==> config.mk <==
export PLATFORM = sky130hd
export DESIGN_NAME = srp_builder
export DESIGN_NICKNAME = d
export VERILOG_FILES = /design/src/srp_pkg.sv /design/src/srp_builder.sv
export VERILOG_INCLUDE_DIRS = /design/src
export SDC_FILE = /design/constraint.sdc
export NUM_CORES = 2
export LEC_CHECK = 0
export BUFFER_PORTS_ARGS = -buffer_cell sky130_fd_sc_hd__buf_2
export CORE_AREA = 2 2 381 534
export DETAILED_ROUTE_END_ITERATION = 6
export DIE_AREA = 0 0 383 536
export PLACE_DENSITY_LB_ADDON = 0.25
export SYNTH_ARGS = -nofsm -noshare
export SYNTH_HDL_FRONTEND = slang
export SYNTH_SLANG_ARGS = --single-unit
==> constraint.sdc <==
create_clock -name clk_in -period 11.4 [get_ports clk_in]
set_clock_uncertainty 0.1 [all_clocks]
set_input_delay 1.71 -clock clk_in [delete_from_list [all_inputs] [get_ports clk_in]]
set_output_delay 1.71 -clock clk_in [all_outputs]
set_load 0.03 [all_outputs]
==> src/srp_params.svh <==
// constants for the response packet builder: offsets, codes, counts
// assumes inclusion by srp_pkg.sv and srp_builder.sv
`ifndef SRP_PARAMS_SVH
`define SRP_PARAMS_SVH
// frame constants
`define SRP_PREAMBLE_BYTE 8'h55
`define SRP_SPACE_BYTE 8'h20
`define SRP_CRC_INIT 16'h1D0F
`define SRP_CRC_POLY 16'h1021
// packet type codes and payload lengths
`define SRP_TYPE_CAL 16'h4344
`define SRP_LEN_CAL 8'h0A
`define SRP_TYPE_NAK 16'h1515
`define SRP_LEN_NAK 8'h02
`define SRP_TYPE_ID 16'h4944
`define SRP_LEN_ID_BASE 8'h05
`define SRP_TYPE_VR 16'h5652
`define SRP_LEN_VR 8'h05
`define SRP_TYPE_T0 16'h5430
`define SRP_LEN_T0 8'h1C
`define SRP_TYPE_POLL 16'h4750
// calibration task codes
`define SRP_TASK_MANUAL 16'h000B
`define SRP_TASK_AUTO 16'h000C
// command codes written to the command register
`define SRP_CMD_CAL 3'h1
`define SRP_CMD_NAK 3'h2
`define SRP_CMD_POLL 3'h3
// register word indices (byte address is four times the index)
`define SRP_REG_CMD 5'h00
`define SRP_REG_STATUS 5'h01
`define SRP_REG_CAL_A 5'h02
`define SRP_REG_CAL_B 5'h03
`define SRP_REG_CAL_C 5'h04
`define SRP_REG_NAK 5'h05
`define SRP_REG_POLL 5'h06
`define SRP_REG_SERIAL 5'h07
`define SRP_REG_VER_A 5'h08
`define SRP_REG_VER_B 5'h09
`define SRP_REG_TEXT_CFG 5'h0A
`define SRP_REG_TEXT_WR 5'h0B
`define SRP_REG_BIT0 5'h0C
`define SRP_NREG 19
// text storage depth in bytes
`define SRP_TEXT_DEPTH 32
`endif

==> src/srp_pkg.sv <==
// types shared by the response packet builder
// assumes srp_params.svh in the include path
`include "srp_params.svh"
package srp_pkg;
    // packet kinds the builder can send
    typedef enum logic [2:0] {SRP_K_CAL, SRP_K_NAK, SRP_K_ID, SRP_K_VR, SRP_K_T0} srp_kind_t;
    // sequencer states
    typedef enum logic {SRP_IDLE, SRP_SEND} srp_fsm_t;
    // byte stream towards the serial link
    typedef struct packed {
        logic valid;
        logic [7:0] data;
    } srp_tx_t;
    // whole state of the builder
    typedef struct packed {
        logic [`SRP_NREG-1:0][31:0] regs;
        logic [`SRP_TEXT_DEPTH-1:0][7:0] text;
        logic ack;
        logic [31:0] rdata;
        srp_fsm_t fsm;
        srp_kind_t kind;
        logic [15:0] rej;
        logic [8:0] idx;
        logic [15:0] crc;
        srp_tx_t tx;
        logic refused;
        logic [7:0] sent;
    } srp_state_t;
endpackage : srp_pkg

==> src/srp_builder.sv <==
// response packet builder: software fills fields over Avalon-MM and
// starts a packet; framed bytes leave on a valid/ready byte stream.
// assumes a synchronous Avalon master and a serialiser draining tx.
//
// Design decisions made here: the register offsets and the Avalon-MM interface to the registers.
`timescale 1ns/100ps
`default_nettype none
`include "srp_params.svh"
module srp_builder
    import srp_pkg::*;
(
    // clock and reset
    input wire logic clk_in,
    input wire logic rst_n_in,
    // avalon-mm slave
    input wire logic [7:0] avs_address_in,
    input wire logic avs_read_in,
    input wire logic avs_write_in,
    input wire logic [31:0] avs_writedata_in,
    input wire logic [3:0] avs_byteenable_in,
    output logic [31:0] avs_readdata_out,
    output logic avs_waitrequest_out,
    // byte stream to the serial link
    output logic [7:0] tx_data_out,
    output logic tx_valid_out,
    input wire logic tx_ready_in
);

    srp_state_t st_r; // registered state
    srp_state_t st_nxt; // next state

    // merge write data under byte enables
    function automatic logic [31:0] be_merge(logic [31:0] o, logic [31:0] n,
                                             logic [3:0] be);
        logic [31:0] r;
        r = o;
        for (int b = 0; b < 4; b++) begin
            if (be[b]) begin
                r[8*b+:8] = n[8*b+:8];
            end
        end
        return r;
    endfunction : be_merge

    // one byte through crc-ccitt, msb first
    function automatic logic [15:0] crc_step(logic [15:0] c, logic [7:0] d);
        logic [15:0] r;
        r = c ^ {d, 8'h00};
        for (int b = 0; b < 8; b++) begin
            r = r[15] ? ((r << 1) ^ `SRP_CRC_POLY) : (r << 1);
        end
        return r;
    endfunction : crc_step

    // text length N: release text, one space, part number
    function automatic logic [7:0] text_len(srp_state_t s);
        return s.regs[`SRP_REG_TEXT_CFG][7:0] + s.regs[`SRP_REG_TEXT_CFG][15:8] + 8'h01;
    endfunction : text_len

    // payload length per kind
    function automatic logic [7:0] len_of(srp_state_t s, srp_kind_t k);
        unique case (k)
            SRP_K_CAL: return `SRP_LEN_CAL;
            SRP_K_NAK: return `SRP_LEN_NAK;
            SRP_K_ID: return `SRP_LEN_ID_BASE + text_len(s);
            SRP_K_VR: return `SRP_LEN_VR;
            SRP_K_T0: return `SRP_LEN_T0;
        endcase
    endfunction : len_of

    // type code per kind
    function automatic logic [15:0] type_of(srp_kind_t k);
        unique case (k)
            SRP_K_CAL: return `SRP_TYPE_CAL;
            SRP_K_NAK: return `SRP_TYPE_NAK;
            SRP_K_ID: return `SRP_TYPE_ID;
            SRP_K_VR: return `SRP_TYPE_VR;
            SRP_K_T0: return `SRP_TYPE_T0;
        endcase
    endfunction : type_of

    // payload byte i of the packet in flight
    function automatic logic [7:0] pay_byte(srp_state_t s, logic [7:0] i);
        logic [15:0] w;
        logic [7:0] rl;
        logic [7:0] t;
        logic rel;
        w = 16'h0000;
        rl = s.regs[`SRP_REG_TEXT_CFG][7:0];
        t = i - 8'h04;
        rel = s.regs[`SRP_REG_VER_B][8];
        unique case (s.kind)
            SRP_K_CAL: begin
                unique case (i[3:1])
                    // auto flag picks the task code
                    3'h0: w = s.regs[`SRP_REG_CAL_A][0] ? `SRP_TASK_AUTO : `SRP_TASK_MANUAL;
                    // hard offsets at 2 and 4
                    3'h1: w = s.regs[`SRP_REG_CAL_B][31:16];
                    3'h2: w = s.regs[`SRP_REG_CAL_B][15:0];
                    3'h3: w = s.regs[`SRP_REG_CAL_C][31:16];
                    default: w = s.regs[`SRP_REG_CAL_C][15:0];
                endcase
            end
            SRP_K_NAK: w = s.rej;
            SRP_K_T0: begin
                // word j sits in register BIT0 + j/2, high half first
                w = i[1] ? s.regs[`SRP_REG_BIT0 + 5'(i[4:2])][15:0]
                         : s.regs[`SRP_REG_BIT0 + 5'(i[4:2])][31:16];
            end
            default: w = 16'h0000;
        endcase
        if (s.kind == SRP_K_ID) begin
            if (i < 8'h04) begin
                return s.regs[`SRP_REG_SERIAL][8*(3-i[1:0])+:8];
            end else if (t >= text_len(s)) begin
                return 8'h00;
            end else if (t < rl) begin
                return s.text[t[4:0]];
            end else if (t == rl) begin
                return `SRP_SPACE_BYTE;
            end else begin
                return s.text[5'(t - 8'h01)];
            end
        end
        if (s.kind == SRP_K_VR) begin
            unique case (i[2:0])
                3'h0: return s.regs[`SRP_REG_VER_A][31:24];
                3'h1: return s.regs[`SRP_REG_VER_A][23:16];
                3'h2: return s.regs[`SRP_REG_VER_A][15:8];
                // two-bit stage code; released reads zero
                3'h3: return rel ? 8'h00 : {6'h00, s.regs[`SRP_REG_VER_B][1:0]};
                default: return rel ? 8'h00 : s.regs[`SRP_REG_VER_A][7:0];
            endcase
        end
        return i[0] ? w[7:0] : w[15:8];
    endfunction : pay_byte

    // framed byte at position idx
    function automatic logic [7:0] frame_byte(srp_state_t s, logic [8:0] idx);
        logic [8:0] len;
        logic [15:0] ty;
        len = {1'b0, len_of(s, s.kind)};
        ty = type_of(s.kind);
        if (idx < 9'h002) begin
            return `SRP_PREAMBLE_BYTE;
        end else if (idx == 9'h002) begin
            return ty[15:8];
        end else if (idx == 9'h003) begin
            return ty[7:0];
        end else if (idx == 9'h004) begin
            return len[7:0];
        end else if (idx < len + 9'h005) begin
            return pay_byte(s, 8'(idx - 9'h005));
        end else if (idx == len + 9'h005) begin
            return s.crc[15:8];
        end else begin
            return s.crc[7:0];
        end
    endfunction : frame_byte

    // next-state logic: bus slave, command launch, byte sequencer
    always_comb begin
        logic [4:0] ri;
        logic [31:0] rd;
        logic [8:0] total;
        logic [7:0] b;
        logic [15:0] pt;
        st_nxt = st_r;
        ri = avs_address_in[6:2];
        rd = 32'h0000_0000;
        total = {1'b0, len_of(st_r, st_r.kind)} + 9'h007;
        b = 8'h00;
        pt = st_r.regs[`SRP_REG_POLL][15:0];
        // read mux; unmapped addresses read zero
        if (!avs_address_in[7] && ri < 5'(`SRP_NREG)) begin
            if (ri == `SRP_REG_STATUS) begin
                rd = {16'h0000, st_r.sent, 6'h00, st_r.refused, st_r.fsm == SRP_SEND};
            end else if (ri != `SRP_REG_TEXT_WR) begin
                rd = st_r.regs[ri];
            end
        end
        if (st_r.ack) begin
            // access completes this edge; raise waitrequest again
            st_nxt.ack = 1'b0;
            if (avs_write_in && !avs_address_in[7] && ri < 5'(`SRP_NREG)) begin
                if (ri == `SRP_REG_TEXT_WR) begin
                    st_nxt.text[avs_writedata_in[12:8]] = avs_writedata_in[7:0];
                end else if (ri != `SRP_REG_STATUS) begin
                    st_nxt.regs[ri] = be_merge(st_r.regs[ri], avs_writedata_in,
                                               avs_byteenable_in);
                end
                if (ri == `SRP_REG_CMD) begin
                    st_nxt.refused = 1'b0;
                    st_nxt.fsm = SRP_SEND;
                    st_nxt.idx = 9'h000;
                    st_nxt.crc = `SRP_CRC_INIT;
                    st_nxt.rej = st_r.regs[`SRP_REG_NAK][15:0];
                    unique case (avs_writedata_in[2:0])
                        `SRP_CMD_CAL: st_nxt.kind = SRP_K_CAL;
                        `SRP_CMD_NAK: st_nxt.kind = SRP_K_NAK;
                        `SRP_CMD_POLL: begin
                            if (pt == `SRP_TYPE_ID) begin
                                st_nxt.kind = SRP_K_ID;
                            end else if (pt == `SRP_TYPE_VR) begin
                                st_nxt.kind = SRP_K_VR;
                            end else if (pt == `SRP_TYPE_T0) begin
                                st_nxt.kind = SRP_K_T0;
                            end else begin
                                // unknown poll refused with poll type
                                st_nxt.kind = SRP_K_NAK;
                                st_nxt.rej = `SRP_TYPE_POLL;
                                st_nxt.refused = 1'b1;
                            end
                        end
                        default: st_nxt.fsm = SRP_IDLE;
                    endcase
                end
            end
        end else if (avs_read_in || avs_write_in) begin
            // a command waits while a packet is still going out
            if (!(avs_write_in && ri == `SRP_REG_CMD && !avs_address_in[7]
                  && st_r.fsm == SRP_SEND)) begin
                st_nxt.ack = 1'b1;
                st_nxt.rdata = rd;
            end
        end
        // byte sequencer: load when the output slot is free
        if (st_r.fsm == SRP_SEND && (!st_r.tx.valid || tx_ready_in)) begin
            if (st_r.idx < total) begin
                b = frame_byte(st_r, st_r.idx);
                st_nxt.tx.data = b;
                st_nxt.tx.valid = 1'b1;
                st_nxt.idx = st_r.idx + 9'h001;
                // crc covers type, length and payload
                if (st_r.idx >= 9'h002 && st_r.idx < total - 9'h002) begin
                    st_nxt.crc = crc_step(st_r.crc, b);
                end
            end else begin
                st_nxt.tx.valid = 1'b0;
                st_nxt.fsm = SRP_IDLE;
                st_nxt.sent = st_r.sent + 8'h01;
            end
        end else if (st_r.fsm == SRP_IDLE && tx_ready_in) begin
            st_nxt.tx.valid = 1'b0;
        end
    end

    // state register; everything resets to zero and idle
    always_ff @(posedge clk_in or negedge rst_n_in) begin
        if (!rst_n_in) begin
            st_r <= '0;
        end else begin
            st_r <= st_nxt;
        end
    end

    // outputs straight from the state flops
    assign avs_readdata_out = st_r.rdata;
    assign avs_waitrequest_out = !st_r.ack;
    assign tx_data_out = st_r.tx.data;
    assign tx_valid_out = st_r.tx.valid;

endmodule : srp_builder
`default_nettype wire

==> results.py <==
metrics = {
    "drt": {
        "drt_iter0_drc": 4032,
        "routed-via-count": 40200,
        "drt-total-wl_mm": 217,
        "wl_per_cell_um": 30.0,
        "drc": 1,
        "drt-pass1-iter-count": 7,
        "via_per_inst": 5.57,
        "ant_nets": 0,
    },
    "synth": {
        "netlist_instances": 4621,
        "ys.flop_type": "dfrtp_1",
        "synth_largest_area_cell": "dfrtp_1",
        "avgSynthCellArea_um2": 11.7,
        "async_flop_share": 1.00,
        "netlist_area_mm2": 0.0540,
        "synth_edf_count": 0,
        "syn-num-nets": 4733,
        "synth_top_area_frac": 0.445,
        "netlist-cell-type-count": 96,
        "yosys.cell_count.top_type": "dfrtp_1",
        "synth_area_leaders": "dfrtp_1 45%, mux2_2 15%, mux4_2 10%",
        "yosysWarnings": 0,
        "ys_ff_latch": 960,
        "seq_area_frac_synth": 0.445,
        "synth_common_cells": "960 x dfrtp_1, 741 x mux2_2, 444 x nand2_1, 296 x clkbuf_1, 246 x mux4_2",
    },
    "clock_tree": {
        "cts_setup_buffers": 0,
        "cts_tree": "built",
        "cts_sinks": 960,
        "root_buffer": "clkbuf_16",
        "post_cts_resized": 0,
        "path_clk_slew_ps": 60,
        "h-tree-depth": 3,
        "postCtsHoldBufs": 0,
        "cts_made_buffers": 107,
        "clk_latency_ps": 770,
        "clk_path_buf_depth": 3,
    },
    "job": {
        "maxCapViolCount": 0,
    },
    "sta": {
        "finalHoldViolations": 0,
        "maxSlewHeadroom": 0.159,
        "finalMaxSlewViolations": 0,
        "worst_slew_pin_slew_ps": 1260,
        "setup_violations": 0,
        "rsz0062_at_grt": "false",
        "worst_slack_ps": 3570,
        "finalSetupTns_ps": 0,
        "fmax_mhz": 128,
        "post-route-min-period_ps": 7830,
        "finalCritPeriodShare": 0.686,
    },
    "grt": {
        "grt_max_degree": 163,
        "grtUsageTotal": 0.208,
        "grt_pass1_wl_mm": 309,
        "grt_pass1_vias": 40700,
        "grt_antenna_before_repair": 21,
        "overflow": 0,
    },
    "pwr": {
        "cellLeakagePower_nw": 27.2,
        "power.density_mw_per_mm2": 201,
        "irDropWorstVdd_v": 0.000250,
    },
    "floorplanning": {
        "die_y_um": 536,
        "initial_core_util": 0.269,
        "row_count": 195,
        "die_area_mm2": 0.205,
        "core-area_mm2": 0.201,
        "die_w_um": 383,
        "num_io_pins": 91,
    },
    "final_layout": {
        "finish.instance_area_mm2": 0.0605,
        "drive_above_1_share": 0.319,
        "fillers": 20500,
        "area_growth_pct": 12.2,
        "finalNetCount": 4576,
    },
    "setup_path": {
        "reg2reg_to": "st_r[24]$_DFF_PN0_",
        "arrival_ps": 8310,
        "crit_path_max_fanout": 15,
        "r2r_cells": 22,
        "r2r-start": "st_r[672]$_DFFE_PN0P_",
        "reg2reg_slack_ps": 3570,
        "critical_path_class": "reg -> reg",
        "required_ps": 11880,
        "endpoint_kind": "flip-flop",
        "cp-start-kind": "flip-flop",
    },
    "status": {
        "violations": "design-rule violations",
        "status": "finished, violations left",
    },
    "min_path": {
        "worstHoldPathType": "reg -> reg",
        "min_to": "st_r[731]$_DFFE_PN0P_",
        "holdCritStartpoint": "st_r[731]$_DFFE_PN0P_",
        "hold_depth": 0,
    },
    "place": {
        "place.detailed.hpwl_mm": 144,
        "io_buffers": 88,
        "dpl_cell_area_mm2": 0.0569,
        "post-place-ws_ps": 3750,
        "gp_congestion": 0.912,
    },
}
worst max-delay path by stage:
stage,to,slack (ps),startpoint,cells past startpoint
2_1_floorplan,st_r[23]$_DFF_PN0_,4160,st_r[34]$_DFF_PN0_,30
3_3_place_gp,st_r[24]$_DFF_PN0_,3820,st_r[672]$_DFFE_PN0P_,22
3_5_place_dp,st_r[24]$_DFF_PN0_,3750,st_r[672]$_DFFE_PN0P_,22
4_1_cts,st_r[24]$_DFF_PN0_,3650,st_r[672]$_DFFE_PN0P_,22
5_1_grt,st_r[24]$_DFF_PN0_,3230,st_r[672]$_DFFE_PN0P_,22
6_report,st_r[24]$_DFF_PN0_,3570,st_r[672]$_DFFE_PN0P_,22
critical path, stage by stage (launching register included):
cell and delay (ps):
dfrtp_1 500, inv_1 80, ha_1 230, fa_1 420
nor2b_1 180, o221ai_1 180, mux2i_1 150, a211oi_1 620
and4_1 290, o21ai_0 230, or3_1 500, or3_1 380
ha_1 320, a211o_1 350, o32ai_4 670, buf_4 380
a21boi_0 210, a21boi_0 180, o311a_1 400, or4_4 530
xnor2_2 200, and3_1 210, a311o_1 320
logic make-up after synthesis:
family | share of synthesized area
muxes | 0.301
AOI/OAI and AO/OA | 0.0970
adders and majority gates | 0.0147
xor gates and xnor gates | 0.0136
buffers and inverters | 0.0460
DFF | 0.445
and+or+nand+nor | 0.0826
registers in the layout, summed over array words and instances (netlist names):
signal and cells:
tx_valid_out 1, avs_readdata_out 32, tx_data_out 8, st_r 919
routing by layer:
layer / GRT usage / up-vias / share of wire
li1: - / 16800 / -
met1: 0.246 / 21200 / 0.38
met2: 0.354 / 1657 / 0.49
met3: 0.0399 / 488 / 0.066
met4: 0.118 / 16 / 0.062
met5: 0 / - / 0.00065
cell type report:
class                           count  area [um2]  area share
Inverter                           79         299     0.00494
Clock buffer                      169        3230      0.0534
Sequential cell                   960       24000       0.397
Multi-Input combinational cell   3099       27700       0.458
Clock inverter                     29         402     0.00663
Antenna cell                        9        22.5    0.000372
Tap cell                         2659        3330      0.0550
Timing Repair Buffer              217        1520      0.0250
stage by stage:
| stage | cells | total power, W | hold slack [ps] | utilization |
|---|---|---|---|---|
| 2_1_floorplan | 4621 | 0.00665 | 324 | - |
| 3_3_place_gp | 7014 | 0.00850 | 260 | 0.283 |
| 3_5_place_dp | 7014 | 0.00852 | 263 | 0.283 |
| 4_1_cts | 7212 | 0.0122 | 276 | 0.301 |
| 5_1_grt | 7215 | 0.0126 | 284 | 0.301 |
| 6_report | 7221 | 0.0122 | 271 | 0.301 |
power by group:
part / internal, W / switching [W]
sequential: 0.00356 / 0.000166
clock: 0.00210 / 0.00155
combinational: 0.00151 / 0.00326
cell usage in the layout (no fill, tap or decap), types with 36 or more instances in the layout:
cell / count
dfrtp_1: 957
mux2_2: 741
nand2_1: 436
mux4_2: 246
mux2i_1: 219
o21ai_0: 197
nor2_1: 162
a21oi_1: 151
buf_4: 124
clkbuf_16: 108
nor3_1: 85
buf_2: 84
inv_1: 74
o22ai_1: 72
nand3_1: 62
ha_1: 60
xnor2_1: 36
(Power assumes the default switching activity.)
